## src/verilog/cct_defs.svh

```systemverilog
// Constants for the calendar timer unit
`ifndef CCT_DEFS_SVH
`define CCT_DEFS_SVH
`define CCT_CNT_W      32
`define CCT_PSEL_W     5
`define CCT_SEC_LSB    0
`define CCT_MIN_LSB    6
`define CCT_HOUR_LSB   12
`define CCT_DAY_LSB    17
`define CCT_MON_LSB    22
`define CCT_YEAR_LSB   26
`define CCT_SEC_MAX    6'h3b
`define CCT_MIN_MAX    6'h3b
`define CCT_HOUR_MAX   5'h17
`define CCT_DAY_FIRST  5'h01
`define CCT_MON_FIRST  4'h1
`define CCT_MON_LAST   4'hc
`define CCT_MON_FEB    4'h2
`define CCT_DAYS_FEB   5'h1c
`define CCT_DAYS_LEAP  5'h1d
`define CCT_DAYS_SHORT 5'h1e
`define CCT_DAYS_LONG  5'h1f
`define CCT_LEAP_BITS  2'h0
`define CCT_RST_VALUE  32'h0000_0000
`define CCT_CAL_RST    32'h0042_0000
`define CCT_IRQ_OVF    0
`define CCT_IRQ_PER0   1
`define CCT_IRQ_PER1   2
`define CCT_IRQ_MATCH0 3
`define CCT_IRQ_MATCH1 4
`define CCT_IRQ_CLKRDY 5
`define CCT_IRQ_READY  6
`define CCT_IRQ_N      7
`endif

```

## src/verilog/cct_pkg.sv

```systemverilog
// Types shared by the calendar timer unit
package cct_pkg;
  typedef struct packed {
    logic [5:0] year;
    logic [3:0] month;
    logic [4:0] day;
    logic [4:0] hour;
    logic [5:0] minute;
    logic [5:0] second;
  } cct_cal_s;
  typedef logic [6:0] cct_irq_t;
endpackage

```

## src/verilog/cct_calendar_timer_unit.sv

```systemverilog
// Calendar timer unit: counter, calendar, match and interrupt logic
// Contract
// - Calendar mode selected when date_mode bit is one, else binary count.
// - Software can read and write current date and time in calendar mode.
// - Time kept as seconds, minutes and 24-hour hours fields.
// - Day of month starts at 1; month numbered from January as 1.
// - Year is a 6-bit offset from a software-chosen leap year.
// - February rollover treats year offsets divisible by four as leap.
// - Events and interrupts behave the same in both counting modes.
// - Five request lines: overflow, periodic, match, clock-ready, ready.
// - Overflow on wrap, and on match 0 when clear-on-match is set.
// - Clock-ready request on falling edge of clock_sync_pending.
// - Ready request on falling edge of the busy status bit.
// - Requests gated by mask; set and clear by write-one pulses.
// - Request holds until software clears its status bit or its mask bit.
// - Requests are levels usable for wakeup while clock runs.
// - Periodic request on each rising edge of selected prescaler tap.
`include "cct_defs.svh"
module cct_calendar_timer_unit
  import cct_pkg::*;
(
  // Clock and reset
  input  wire logic                   ref_clk_in,
  input  wire logic                   rst_in,
  // Control
  input  wire logic                   run_in,
  input  wire logic                   date_mode_bit_in,
  input  wire logic                   clear_on_match_in,
  input  wire logic [`CCT_PSEL_W-1:0] tick_sel_in,
  input  wire logic [`CCT_PSEL_W-1:0] per0_sel_in,
  input  wire logic [`CCT_PSEL_W-1:0] per1_sel_in,
  // Value write port
  input  wire logic                   value_wr_in,
  input  wire logic [`CCT_CNT_W-1:0]  value_wdata_in,
  input  wire logic [`CCT_CNT_W-1:0]  match_value_0_in,
  input  wire logic [`CCT_CNT_W-1:0]  match_value_1_in,
  // Synchroniser status from the clock domain glue
  input  wire logic                   clock_sync_pending_in,
  input  wire logic                   busy_in,
  // Mask and status write-one strobes
  input  wire cct_irq_t               mask_set_in,
  input  wire cct_irq_t               mask_clear_in,
  input  wire cct_irq_t               status_clear_in,
  // Status and value
  output logic [`CCT_CNT_W-1:0]       value_out,
  output cct_irq_t                    status_out,
  output cct_irq_t                    irq_mask_out,
  // Interrupt request lines
  output logic                        overflow_irq_out,
  output logic                        periodic_irq_out,
  output logic                        match_irq_out,
  output logic                        clock_sync_done_irq_out,
  output logic                        ready_irq_out
);
  // ----------------------------------------------------------------
  // Prescaler
  // ----------------------------------------------------------------
  logic [`CCT_CNT_W-1:0] psc_q;
  logic                  tick_tap_q;
  logic                  per0_tap_q;
  logic                  per1_tap_q;
  logic [`CCT_CNT_W-1:0] psc_d;
  wire                   tick_tap = psc_d[tick_sel_in];
  wire                   per0_tap = psc_d[per0_sel_in];
  wire                   per1_tap = psc_d[per1_sel_in];
  wire                   tick     = tick_tap & ~tick_tap_q;
  wire                   per0_ev  = per0_tap & ~per0_tap_q;
  wire                   per1_ev  = per1_tap & ~per1_tap_q;

  assign psc_d = run_in ? psc_q + 32'h1 : psc_q;

  always_ff @(posedge ref_clk_in)
  begin
    if (rst_in)
    begin
      psc_q      <= `CCT_RST_VALUE;
      tick_tap_q <= 1'b0;
      per0_tap_q <= 1'b0;
      per1_tap_q <= 1'b0;
    end
    else
    begin
      psc_q      <= psc_d;
      tick_tap_q <= tick_tap;
      per0_tap_q <= per0_tap;
      per1_tap_q <= per1_tap;
    end
  end

  // ----------------------------------------------------------------
  // Calendar next value
  // ----------------------------------------------------------------
  logic [`CCT_CNT_W-1:0] cnt_q;
  cct_cal_s              cal;
  cct_cal_s              cal_inc;
  logic [4:0]            days_in_month;
  logic                  leap;

  assign cal  = cnt_q;
  // Year offset counts from a leap year, so low two bits zero means leap
  assign leap = (cal.year[1:0] == `CCT_LEAP_BITS);

  always_comb
  begin
    days_in_month = `CCT_DAYS_LONG;
    case (cal.month)
      `CCT_MON_FEB: days_in_month = leap ? `CCT_DAYS_LEAP
                                         : `CCT_DAYS_FEB;
      4'h4, 4'h6, 4'h9, 4'hb: days_in_month = `CCT_DAYS_SHORT;
      default: days_in_month = `CCT_DAYS_LONG;
    endcase
  end

  // Carry chain: each field wraps to its first value and carries on
  always_comb
  begin
    cal_inc = cal;
    if (cal.second != `CCT_SEC_MAX)
      cal_inc.second = cal.second + 6'h1;
    else
    begin
      cal_inc.second = 6'h0;
      if (cal.minute != `CCT_MIN_MAX)
        cal_inc.minute = cal.minute + 6'h1;
      else
      begin
        cal_inc.minute = 6'h0;
        if (cal.hour != `CCT_HOUR_MAX)
          cal_inc.hour = cal.hour + 5'h1;
        else
        begin
          cal_inc.hour = 5'h0;
          if (cal.day < days_in_month)
            cal_inc.day = cal.day + 5'h1;
          else
          begin
            cal_inc.day = `CCT_DAY_FIRST;
            if (cal.month < `CCT_MON_LAST)
              cal_inc.month = cal.month + 4'h1;
            else
            begin
              cal_inc.month = `CCT_MON_FIRST;
              cal_inc.year  = cal.year + 6'h1;
            end
          end
        end
      end
    end
  end

  // ----------------------------------------------------------------
  // Counter
  // ----------------------------------------------------------------
  wire [`CCT_CNT_W:0]    bin_sum = {1'b0, cnt_q} + 33'h1;
  wire                   match0  = (cnt_q == match_value_0_in);
  wire                   match1  = (cnt_q == match_value_1_in);
  // Calendar wraps from the last second of year offset 63
  wire                   cal_wrap = (cal_inc == cct_cal_s'(`CCT_CAL_RST))
                                    && (cal.year != 6'h0);
  wire                   wrap    = tick && (date_mode_bit_in ? cal_wrap
                                                             : bin_sum[32]);
  wire                   clr_hit = tick && clear_on_match_in && match0;
  logic [`CCT_CNT_W-1:0] cnt_d;

  always_comb
  begin
    cnt_d = cnt_q;
    if (value_wr_in)
      cnt_d = value_wdata_in;
    else if (clr_hit)
      cnt_d = date_mode_bit_in ? `CCT_CAL_RST : `CCT_RST_VALUE;
    else if (tick && date_mode_bit_in)
      cnt_d = cal_inc;
    else if (tick)
      cnt_d = bin_sum[`CCT_CNT_W-1:0];
  end

  always_ff @(posedge ref_clk_in)
  begin
    if (rst_in)
      cnt_q <= `CCT_RST_VALUE;
    else
      cnt_q <= cnt_d;
  end

  assign value_out = cnt_q;

  // ----------------------------------------------------------------
  // Status, mask and request lines
  // ----------------------------------------------------------------
  logic     sync_pend_q;
  logic     busy_q;
  logic     match0_q;
  logic     match1_q;
  cct_irq_t status_q;
  cct_irq_t mask_q;
  cct_irq_t events;
  cct_irq_t gated;

  // Match flags fire on entering the match, not every cycle it holds
  assign events[`CCT_IRQ_OVF]    = wrap | clr_hit;
  assign events[`CCT_IRQ_PER0]   = per0_ev;
  assign events[`CCT_IRQ_PER1]   = per1_ev;
  assign events[`CCT_IRQ_MATCH0] = match0 & ~match0_q;
  assign events[`CCT_IRQ_MATCH1] = match1 & ~match1_q;
  assign events[`CCT_IRQ_CLKRDY] = sync_pend_q & ~clock_sync_pending_in;
  assign events[`CCT_IRQ_READY]  = busy_q & ~busy_in;

  always_ff @(posedge ref_clk_in)
  begin
    if (rst_in)
    begin
      sync_pend_q <= 1'b0;
      busy_q      <= 1'b0;
      match0_q    <= 1'b0;
      match1_q    <= 1'b0;
      status_q    <= 7'h00;
      mask_q      <= 7'h00;
    end
    else
    begin
      sync_pend_q <= clock_sync_pending_in;
      busy_q      <= busy_in;
      match0_q    <= match0;
      match1_q    <= match1;
      // A new event wins over a clear in the same cycle
      status_q    <= (status_q & ~status_clear_in) | events;
      mask_q      <= (mask_q | mask_set_in) & ~mask_clear_in;
    end
  end

  assign gated        = status_q & mask_q;
  assign status_out   = status_q;
  assign irq_mask_out = mask_q;
  // Plain levels so a sleeping core can be woken by any of them
  assign overflow_irq_out        = gated[`CCT_IRQ_OVF];
  assign periodic_irq_out        = gated[`CCT_IRQ_PER0]
                                 | gated[`CCT_IRQ_PER1];
  assign match_irq_out           = gated[`CCT_IRQ_MATCH0]
                                 | gated[`CCT_IRQ_MATCH1];
  assign clock_sync_done_irq_out = gated[`CCT_IRQ_CLKRDY];
  assign ready_irq_out           = gated[`CCT_IRQ_READY];

  // ----------------------------------------------------------------
  // Assertions
  // ----------------------------------------------------------------
  property p_cal_sec_wrap;
    @(posedge ref_clk_in) disable iff (rst_in)
    (date_mode_bit_in && tick && !value_wr_in && !clr_hit
     && cal.second == `CCT_SEC_MAX) |=> (cal.second == 6'h0);
  endproperty
  a_cal_sec_wrap: assert property (p_cal_sec_wrap)
    else $error("seconds did not wrap to zero");

  property p_hour_range;
    @(posedge ref_clk_in) disable iff (rst_in)
    (date_mode_bit_in && tick && !value_wr_in && cal.hour <= `CCT_HOUR_MAX)
    |=> (cal.hour <= `CCT_HOUR_MAX);
  endproperty
  a_hour_range: assert property (p_hour_range)
    else $error("hour left 24-hour range");

  property p_feb_leap;
    @(posedge ref_clk_in) disable iff (rst_in)
    (date_mode_bit_in && tick && !value_wr_in && !clr_hit
     && cal.month == `CCT_MON_FEB && cal.day == `CCT_DAYS_FEB
     && cal.hour == `CCT_HOUR_MAX && cal.minute == `CCT_MIN_MAX
     && cal.second == `CCT_SEC_MAX)
    |=> (cal.day == (leap ? `CCT_DAYS_LEAP : `CCT_DAY_FIRST));
  endproperty
  a_feb_leap: assert property (p_feb_leap)
    else $error("leap day handling wrong");

  property p_write;
    @(posedge ref_clk_in) disable iff (rst_in)
    value_wr_in |=> (value_out == $past(value_wdata_in));
  endproperty
  a_write: assert property (p_write)
    else $error("written value not loaded");
  property p_bin_count;
    @(posedge ref_clk_in) disable iff (rst_in)
    (!date_mode_bit_in && tick && !value_wr_in && !clr_hit)
    |=> (cnt_q == $past(cnt_q) + 32'h1);
  endproperty
  a_bin_count: assert property (p_bin_count)
    else $error("binary count did not advance");
  property p_ovf_wrap;
    @(posedge ref_clk_in) disable iff (rst_in)
    (wrap || clr_hit) |=> status_q[`CCT_IRQ_OVF];
  endproperty
  a_ovf_wrap: assert property (p_ovf_wrap)
    else $error("overflow flag not set");
  property p_clkrdy;
    @(posedge ref_clk_in) disable iff (rst_in)
    $fell(clock_sync_pending_in) |=> status_q[`CCT_IRQ_CLKRDY];
  endproperty
  a_clkrdy: assert property (p_clkrdy)
    else $error("clock ready flag missing");
  property p_ready;
    @(posedge ref_clk_in) disable iff (rst_in)
    $fell(busy_in) |=> status_q[`CCT_IRQ_READY];
  endproperty
  a_ready: assert property (p_ready)
    else $error("ready flag missing");
  property p_mask;
    @(posedge ref_clk_in) disable iff (rst_in)
    (mask_set_in[`CCT_IRQ_OVF] && !mask_clear_in[`CCT_IRQ_OVF])
    |=> irq_mask_out[`CCT_IRQ_OVF] ##0
        (overflow_irq_out == status_out[`CCT_IRQ_OVF]);
  endproperty
  a_mask: assert property (p_mask)
    else $error("mask set not effective");
  property p_hold;
    @(posedge ref_clk_in) disable iff (rst_in)
    (ready_irq_out && !status_clear_in[`CCT_IRQ_READY]
     && !mask_clear_in[`CCT_IRQ_READY]) |=> ready_irq_out;
  endproperty
  a_hold: assert property (p_hold)
    else $error("request dropped without clear");

  property p_per;
    @(posedge ref_clk_in) disable iff (rst_in)
    per0_ev |=> status_q[`CCT_IRQ_PER0];
  endproperty
  a_per: assert property (p_per)
    else $error("periodic flag missing");

  property p_match;
    @(posedge ref_clk_in) disable iff (rst_in)
    (match1 && !match1_q) |=> status_q[`CCT_IRQ_MATCH1];
  endproperty
  a_match: assert property (p_match)
    else $error("match flag missing");
endmodule

```

## config.mk

```make
export PLATFORM = sky130hd
export DESIGN_NAME = cct_calendar_timer_unit
export DESIGN_NICKNAME = d
export VERILOG_FILES = /design/src/verilog/cct_pkg.sv /design/src/verilog/cct_calendar_timer_unit.sv
export VERILOG_INCLUDE_DIRS = /design/src /design/src/verilog
export SDC_FILE = /design/constraint.sdc
export NUM_CORES = 1
export LEC_CHECK = 0
export BUFFER_PORTS_ARGS = -buffer_cell sky130_fd_sc_hd__buf_2
export CORE_MARGIN = 3
export CORE_UTILIZATION = 50
export DETAILED_ROUTE_END_ITERATION = 10
export PLACE_DENSITY = 0.78
export SETUP_SLACK_MARGIN = 0.1
export SLEW_MARGIN = 20
export SYNTH_ARGS = -nofsm -noshare
export SYNTH_HDL_FRONTEND = slang
export SYNTH_SLANG_ARGS = --single-unit
export TNS_END_PERCENT = 10
```

## constraint.sdc

```tcl
create_clock -name ref_clk_in -period 5.75 [get_ports ref_clk_in]
set_input_delay 0.575 -clock ref_clk_in [delete_from_list [all_inputs] [get_ports ref_clk_in]]
set_output_delay 0.575 -clock ref_clk_in [all_outputs]
set_load 0.03 [all_outputs]
```

==> results of run 1 <==
-- power by group through the flow --
stage               sequential [uW]  combinational (uW)  clock [uW]
finish                          687                 402         546
global route                    690                 435         578
CTS                             683                 397         555
detailed placement              697                 396           0
global placement                696                 391           0
floorplan                       688                 253           0
-- routing by layer --
metal  track usage [%]  share of wire (%)
met1             37.42                 38
met5                 0              0.036
met4             13.94                4.6
met2             49.35                 47
met3             6.814                 11
-- synthesized netlist by cell type, types with 9 or more instances --
cell type | number | area [sq um]
sky130_fd_sc_hd__ha_1 | 13 | 162.7
sky130_fd_sc_hd__a31oi_1 | 16 | 100.1
sky130_fd_sc_hd__buf_1 | 10 | 37.54
sky130_fd_sc_hd__inv_1 | 26 | 97.59
sky130_fd_sc_hd__mux2i_1 | 10 | 100.1
sky130_fd_sc_hd__nand4_1 | 26 | 162.7
sky130_fd_sc_hd__mux4_2 | 16 | 360.4
sky130_fd_sc_hd__xnor2_1 | 26 | 227.7
sky130_fd_sc_hd__nor3_1 | 32 | 160.2
sky130_fd_sc_hd__xor2_1 | 72 | 630.6
sky130_fd_sc_hd__o211ai_1 | 13 | 97.59
sky130_fd_sc_hd__nand3_1 | 49 | 245.2
sky130_fd_sc_hd__or3_1 | 9 | 56.30
sky130_fd_sc_hd__nand2b_1 | 14 | 87.58
sky130_fd_sc_hd__nor2_1 | 105 | 394.1
sky130_fd_sc_hd__nor4_1 | 29 | 181.4
sky130_fd_sc_hd__nor2b_1 | 16 | 100.1
sky130_fd_sc_hd__o21ai_0 | 33 | 165.2
sky130_fd_sc_hd__a211oi_1 | 12 | 90.09
sky130_fd_sc_hd__clkbuf_1 | 59 | 221.5
sky130_fd_sc_hd__dfxtp_1 | 85 | 1702
sky130_fd_sc_hd__a21oi_1 | 52 | 260.3
sky130_fd_sc_hd__nand2_1 | 88 | 330.3
-- kinds of logic (layout without fill, tap and decap cells) --
kind of cell / Yosys count / in the layout / synth area share (%)
other: 0 / 1 / 0
adder cells (fa/ha/maj): 13 / 13 / 2.221
flip-flops: 85 / 85 / 23.24
AO/OA/AOI/OAI: 213 / 213 / 20.57
XOR/XNOR: 98 / 98 / 11.72
buffers and inverters: 104 / 239 / 5.758
AND/OR/NAND/NOR: 422 / 422 / 29.44
multiplexers: 31 / 31 / 7.056
-- worst register-to-register path: stages, from the launching register on --
cell and delay, ps:
sky130_fd_sc_hd__dfxtp_1 430, sky130_fd_sc_hd__nand4_1 420, sky130_fd_sc_hd__or4_4 720, sky130_fd_sc_hd__or4b_4 520, sky130_fd_sc_hd__xor2_1 180, sky130_fd_sc_hd__a221oi_2 270
sky130_fd_sc_hd__a31oi_1 200, sky130_fd_sc_hd__a2111oi_4 780, sky130_fd_sc_hd__buf_4 340, sky130_fd_sc_hd__a21oi_1 110, sky130_fd_sc_hd__or2_0 240, sky130_fd_sc_hd__a311o_1 340
sky130_fd_sc_hd__a221oi_1 230
-- layout make-up --
cell class | instances | area share [%]
antenna | 1 | 0.02941
clock buffer | 9 | 2.647
clock inverter | 6 | 0.5735
inverter | 27 | 1.191
multi-input combinational | 777 | 61.12
sequential | 85 | 20.00
tap | 180 | 2.647
timing repair buffer | 197 | 11.79
-- worst paths after layout --
path / from / to / slack (ps) / cells after the start
worst max-delay path: psc_q[5]$_SDFF_PP0_ / value_out[6]$_SDFFE_PP0P_ / 870 / 12
worst min-delay path: mask_clear_in[5] / irq_mask_out[5]$_SDFF_PP0_ / 380 / 2
worst max register to register: psc_q[5]$_SDFF_PP0_ / value_out[6]$_SDFFE_PP0P_ / 870 / 12
worst min register to register: per1_tap_q$_SDFF_PP0_ / status_out[2]$_SDFF_PP0_ / 420 / 1
-- registers in the layout, indices dropped and copies added (netlist names) --
register	flops
match1_q	1
per1_tap_q	1
busy_q	1
sync_pend_q	1
tick_tap_q	1
status_out	7
irq_mask_out	7
match0_q	1
psc_q	32
value_out	32
per0_tap_q	1
-- metrics by stage --
stage | hold WS [ps] | setup slack [ps] | std cells
6_report | 381.8 | 869.2 | 1282
5_1_grt | 372.1 | 505.8 | 1282
2_1_floorplan | 400.1 | 1544 | 966
4_1_cts | 369.5 | 916.6 | 1281
3_3_place_gp | 405.9 | 1130 | 1266
3_5_place_dp | 410.4 | 913.8 | 1266
==> results.rst, run 1 <==
.. list-table::
   :header-rows: 1

   * - Metric
     - Value
   * - Part of the Yosys area used for sequential elements
     - 23.24%
   * - Final setup violation count
     - 0
   * - Delay contributed by the slowest stage of the critical path
     - 780 ps
   * - Post-Synthesis Net Count
     - 1,119
   * - Finished layout cell area
     - 8508 sq um
   * - Path category of the worst min-delay check
     - primary input to flip-flop
   * - Reg power frac
     - 42.0%
   * - Slew at the pin closest to its max-slew limit
     - 1050 ps
   * - Worst EP required
     - 6010 ps
   * - Starting utilization of the core area
     - 51.95%
   * - Synth Register Bits
     - 85
   * - Placed wire-length estimate
     - 18,920 um
   * - Crit path cell chain
     - nand4_1 -> or4_4 -> or4b_4 -> xor2_1 -> a221oi_2 -> a31oi_1 -> a2111oi_4 -> buf_4 -> a21oi_1 -> or2_0 -> a311o_1 -> a221oi_1
   * - Final total negative setup slack
     - 0 ps
   * - Highest clock frequency the design can meet
     - 204.9 MHz
   * - Vias in the first global route
     - 7,472
   * - Die Footprint
     - 16,130 sq um
   * - Fraction of the cycle the final worst path needs
     - 84.88%
   * - Post-synthesis instance area
     - 7323 sq um
   * - TritonCTS clock tree
     - built
   * - Buffers inserted by post-CTS timing repair
     - 0
   * - Max Cap Viol
     - 0
   * - Hold bufs inserted after CTS
     - 0
   * - Cell Rows
     - 43
   * - Reg area
     - 1702 sq um
   * - Number of DRC markers in iteration 0
     - 1,035
   * - CP max stage cell
     - sky130_fd_sc_hd__a2111oi_4
   * - Detail-routed via count per cell
     - 6.399
   * - Power Dens Cells
     - 192.2 nW/um^2
   * - Part of the total power dissipated in combinational logic
     - 24.6%
   * - Number of warnings printed during yosys synthesis
     - 0
   * - Global-route usage over all layers
     - 30.00%
   * - WL per Instance
     - 19.66 um
   * - Highest fanout seen on the critical path
     - 15
   * - Floorplan die height
     - 127.0 um
   * - CTS H-Tree Depth
     - 3
   * - Share of async-settable or async-resettable flops after synthesis
     - 0%
   * - Leak Pwr
     - 0.003382 uW
   * - TritonCTS Sinks
     - 85
   * - Router iterations before antenna repair
     - 8
   * - Switching Share
     - 34.92%
   * - Commonest cells after routing, fill and taps aside
     - sky130_fd_sc_hd__buf_2, sky130_fd_sc_hd__nor2_1, sky130_fd_sc_hd__nand2_1
   * - Root Driver
     - sky130_fd_sc_hd__clkbuf_16
   * - Buffers & Inverters on Critical Path
     - 1
   * - Number of top-level pins
     - 191
   * - Initial antenna violation count
     - 2
   * - Number of buffers on the longest clock path
     - 2
   * - Worst ir drop on vdd
     - 0.0002009 V
   * - Antenna violation net count after detailed routing
     - 0
   * - Gate count after technology mapping
     - 966
   * - Cell family with the largest share of critical-path delay
     - compound AO/OA/AOI/OAI gates
   * - Period minus WS final
     - 4881 ps
   * - Final Max Slew Viols
     - 0
   * - Count of instances resized after the clock tree is built
     - 0
   * - Primary FF master, synth
     - sky130_fd_sc_hd__dfxtp_1
   * - Die X
     - 127.0 um
   * - Sum of routed wire length over all layers
     - 25,200 um
   * - Placed Area
     - 8232 sq um
   * - Global-route wire length before repair
     - 39,170 um
   * - Setup Crit Path Kind
     - flip-flop to flip-flop
   * - Unrepaired setup endpoints after global routing
     - no
   * - Gpl congestion
     - 1.036
   * - Number of enable-type register cells in the synthesized netlist
     - 0
   * - Area growth from synthesis to final layout
     - 16.18%
   * - Leading cell type in the layout, fill and taps excluded
     - sky130_fd_sc_hd__buf_2
   * - Grt ovf
     - 0
   * - Number of distinct standard cells referenced by the synthesized netlist
     - 90
   * - Detailed-route DRC error count
     - 0
   * - Area of the core region
     - 14,100 sq um
   * - Fillcell total
     - 1,301
   * - Number of buffers inserted by port buffering
     - 190
   * - Share of total power in the clock network
     - 33.4%
   * - Number of nets in the layout
     - 1,250
   * - Internal Power
     - 1064 uW
   * - Routed via count
     - 8,204
   * - Final design utilization
     - 60.36%
   * - Syn avg cell area
     - 7.581 sq um
   * - Number of clock buffers inserted by TritonCTS
     - 9
   * - Fraction of final layout cells sized beyond drive strength 1
     - 23.34%
   * - Result of the run
     - finished clean
   * - Worst clock skew
     - 8.862 ps
   * - Clock latency on the worst-skew pair
     - 350 ps
   * - Max-Slew Margin vs Limit
     - 30.00%
   * - Switching Power
     - 570.9 uW
   * - CP startpoint kind
     - flip-flop
   * - Final Total Pwr
     - 1635 uW
   * - Clock-pin slew of the registers on the worst-case setup and hold paths
     - 70 ps
   * - Critical path data arrival time
     - 5140 ps
   * - Multi-input combinational cell area
     - 5200 sq um
   * - Pin count of the biggest net entering global routing
     - 64
   * - Critical Path End Type
     - flip-flop
   * - Final hold violation count
     - 0
Power figures use the tool's default switching activity.
==> run 2: changes to the inputs <==
--- a/config.mk
+++ b/config.mk
@@ -8,9 +8,9 @@
 export LEC_CHECK = 0
 export BUFFER_PORTS_ARGS = -buffer_cell sky130_fd_sc_hd__buf_2
 export CORE_MARGIN = 3
-export CORE_UTILIZATION = 50
+export CORE_UTILIZATION = 49
 export DETAILED_ROUTE_END_ITERATION = 10
-export PLACE_DENSITY = 0.78
+export PLACE_DENSITY = 0.8
 export SETUP_SLACK_MARGIN = 0.1
 export SLEW_MARGIN = 20
 export SYNTH_ARGS = -nofsm -noshare
==> constraint.sdc (replaced) <==
create_clock -name ref_clk_in -period 4 [get_ports ref_clk_in]
set_input_delay 0.4 -clock ref_clk_in [delete_from_list [all_inputs] [get_ports ref_clk_in]]
set_output_delay 0.4 -clock ref_clk_in [all_outputs]
set_load 0.03 [all_outputs]
==> results.rst, run 2 (synthesized netlist as in run 1, its figures left out) <==
.. list-table::
   :header-rows: 1

   * - Metric
     - Value
   * - Result of the run
     - finished clean
   * - Final hold violation count
     - 0
   * - Worst ir drop on vdd
     - 0.0001820 V
   * - Pin count of the biggest net entering global routing
     - 38
   * - Path category of the worst min-delay check
     - primary input to flip-flop
   * - Global-route wire length before repair
     - 40,270 um
   * - Switching Power
     - 893.2 uW
   * - Final setup violation count
     - 0
   * - Hold slack final
     - 192.6 ps
   * - Grt ovf
     - 0
   * - Final worst slack
     - 55.39 ps
   * - Die Footprint
     - 16,450 sq um
   * - Antenna violation net count after detailed routing
     - 0
   * - CTS H-Tree Depth
     - 3
   * - CP startpoint kind
     - flip-flop
   * - Gpl congestion
     - 1.015
   * - Final Max Slew Viols
     - 0
   * - Die X
     - 128.3 um
   * - Hold bufs inserted after CTS
     - 0
   * - WL per Instance
     - 19.82 um
   * - Leading cell type in the layout, fill and taps excluded
     - sky130_fd_sc_hd__buf_2
   * - Switching Share
     - 36.02%
   * - Critical Path End Type
     - flip-flop
   * - Placed wire-length estimate
     - 20,380 um
   * - Leak Pwr
     - 0.003725 uW
   * - Number of clock buffers inserted by TritonCTS
     - 9
   * - Number of DRC markers in iteration 0
     - 961
   * - TritonCTS Sinks
     - 85
   * - Worst EP required
     - 4230 ps
   * - Count of inserted antenna diode cells
     - 0
   * - Number of buffers on the longest clock path
     - 2
   * - Clock-pin slew of the registers on the worst-case setup and hold paths
     - 70 ps
   * - Fraction of final layout cells sized beyond drive strength 1
     - 29.00%
   * - Internal Power
     - 1587 uW
   * - Worst setup slack before clock tree synthesis
     - 53.64 ps
   * - Area growth from synthesis to final layout
     - 24.28%
   * - Max-Slew Margin vs Limit
     - 56.67%
   * - Number of buffers inserted by port buffering
     - 190
   * - Slew at the pin closest to its max-slew limit
     - 650.0 ps
   * - Part of the total power dissipated in combinational logic
     - 27.6%
   * - Power Dens Cells
     - 272.5 nW/um^2
   * - Setup Crit Path Kind
     - flip-flop to flip-flop
   * - Router iterations before antenna repair
     - 8
   * - Detail-routed via count per cell
     - 6.279
   * - Unrepaired setup endpoints after global routing
     - yes
   * - Root Driver
     - sky130_fd_sc_hd__clkbuf_16
   * - Period minus WS final
     - 3945 ps
   * - Area of the core region
     - 14,590 sq um
   * - Number of top-level pins
     - 191
   * - Buffers & Inverters on Critical Path
     - 1
   * - Starting utilization of the core area
     - 50.20%
   * - Final total negative setup slack
     - 0 ps
   * - Crit path cell chain
     - nand4_4 -> or4_4 -> or4b_4 -> xor2_2 -> a221oi_2 -> a31oi_2 -> a2111o_1 -> buf_6 -> or3_4 -> a21oi_1 -> a2bb2oi_1 -> o41ai_2
   * - Detailed-route DRC error count
     - 0
   * - Initial antenna violation count
     - 3
   * - CP max stage cell
     - sky130_fd_sc_hd__or4_4
   * - Sum of routed wire length over all layers
     - 26,680 um
   * - Routed via count
     - 8,451
   * - Commonest cells after routing, fill and taps aside
     - sky130_fd_sc_hd__buf_2, sky130_fd_sc_hd__nor2_1, sky130_fd_sc_hd__nand2_1
   * - Cell Rows
     - 44
   * - Floorplan die height
     - 128.3 um
   * - Delay contributed by the slowest stage of the critical path
     - 560 ps
   * - Number of nets in the layout
     - 1,310
   * - Fraction of the cycle the final worst path needs
     - 98.62%
   * - Highest fanout seen on the critical path
     - 10
   * - Vias in the first global route
     - 7,763
   * - Worst clock skew
     - 8.886 ps
   * - Critical path data arrival time
     - 4170 ps
   * - Post-route non-filler standard cell count
     - 1,346
   * - Clock latency on the worst-skew pair
     - 360 ps
   * - Cell count after placement
     - 1,329
   * - Highest clock frequency the design can meet
     - 253.5 MHz
   * - Reg power frac
     - 37.9%
   * - Final Total Pwr
     - 2480 uW
   * - Global-route usage over all layers
     - 31.08%
   * - TritonCTS clock tree
     - built
   * - Cell family with the largest share of critical-path delay
     - simple AND/OR/NAND/NOR gates
   * - Share of total power in the clock network
     - 34.5%
   * - Max Cap Viol
     - 0
run 2: cell types whose count changed in the layout (fill, tap and decap cells not counted), moves of 2 or more:
| cell | previous run | this run |
|---|---|---|
| sky130_fd_sc_hd__a211oi_2 | 0 | 2 |
| sky130_fd_sc_hd__a211oi_1 | 12 | 10 |
| sky130_fd_sc_hd__dfxtp_1 | 85 | 81 |
| sky130_fd_sc_hd__o21ai_0 | 33 | 31 |
| sky130_fd_sc_hd__nor3_1 | 32 | 29 |
| sky130_fd_sc_hd__dfxtp_2 | 0 | 3 |
| sky130_fd_sc_hd__buf_4 | 7 | 63 |
| sky130_fd_sc_hd__nor3_2 | 1 | 4 |
| sky130_fd_sc_hd__buf_6 | 0 | 4 |
| sky130_fd_sc_hd__clkinvlp_4 | 3 | 1 |
run 2: worst paths after layout:
check | end | depth (start not counted) | slack (ps) | from
min reg2reg | status_out[1]$_SDFF_PP0_ | 1 | 420 | per0_tap_q$_SDFF_PP0_
max reg2reg | value_out[15]$_SDFFE_PP0P_ | 12 | 60 | psc_q[2]$_SDFF_PP0_
min | irq_mask_out[6]$_SDFF_PP0_ | 2 | 190 | mask_clear_in[6]
max | value_out[15]$_SDFFE_PP0P_ | 12 | 60 | psc_q[2]$_SDFF_PP0_
run 2: layout make-up:
cell class,instances,area (sq um)
Clock buffer,9,225.2
Clock inverter,7,70.07
Fill cell,1306,5488
Inverter,27,101.3
Multi-Input combinational cell,777,5296
Sequential cell,85,1709
Tap cell,184,230.2
Timing Repair Buffer,257,1469
run 2: worst register-to-register path: cells and delay by family, from the launching register on:
family          cells  cell delay, ps
buf+inv             1             190
xor+xnor            1             170
simple gates        4            1600
flops               1             390
compound gates      6            1470
run 2: metal layers:
| metal | vias up | share of wire [%] | track usage (%) |
|---|---|---|---|
| li1 | 3929 | - | - |
| met1 | 3881 | 37 | 36.09 |
| met2 | 516 | 47 | 52.62 |
| met3 | 119 | 10 | 7.333 |
| met4 | 6 | 5.2 | 16.92 |
| met5 | - | 0.11 | 0 |
run 2: power by group through the flow:
| stage | combinational [uW] | clock (uW) | sequential, uW |
|---|---|---|---|
| after detailed placement | 663 | 0 | 958 |
| after CTS | 667 | 863 | 938 |
| final | 684 | 856 | 940 |
| after global placement | 656 | 0 | 956 |
| after floorplan | 366 | 0 | 990 |
| after global routing | 732 | 894 | 946 |
run 2: per-stage QoR:
step	area (sq um)	util, %
after floorplan	7341	-
after global placement	8695	59.60
after detailed placement	8695	59.60
after CTS	9000	61.69
after global routing	9101	62.38
final	9101	62.38
run 2: timing repair:
| action | CTS | global route |
|---|---|---|
| pin swaps | 0 | 11 |
| gates cloned | 0 | 0 |
| gates resized for setup | 3 | 25 |
| buffers inserted | 0 | 1 |
| setup endpoints to repair | 2 | 22 |
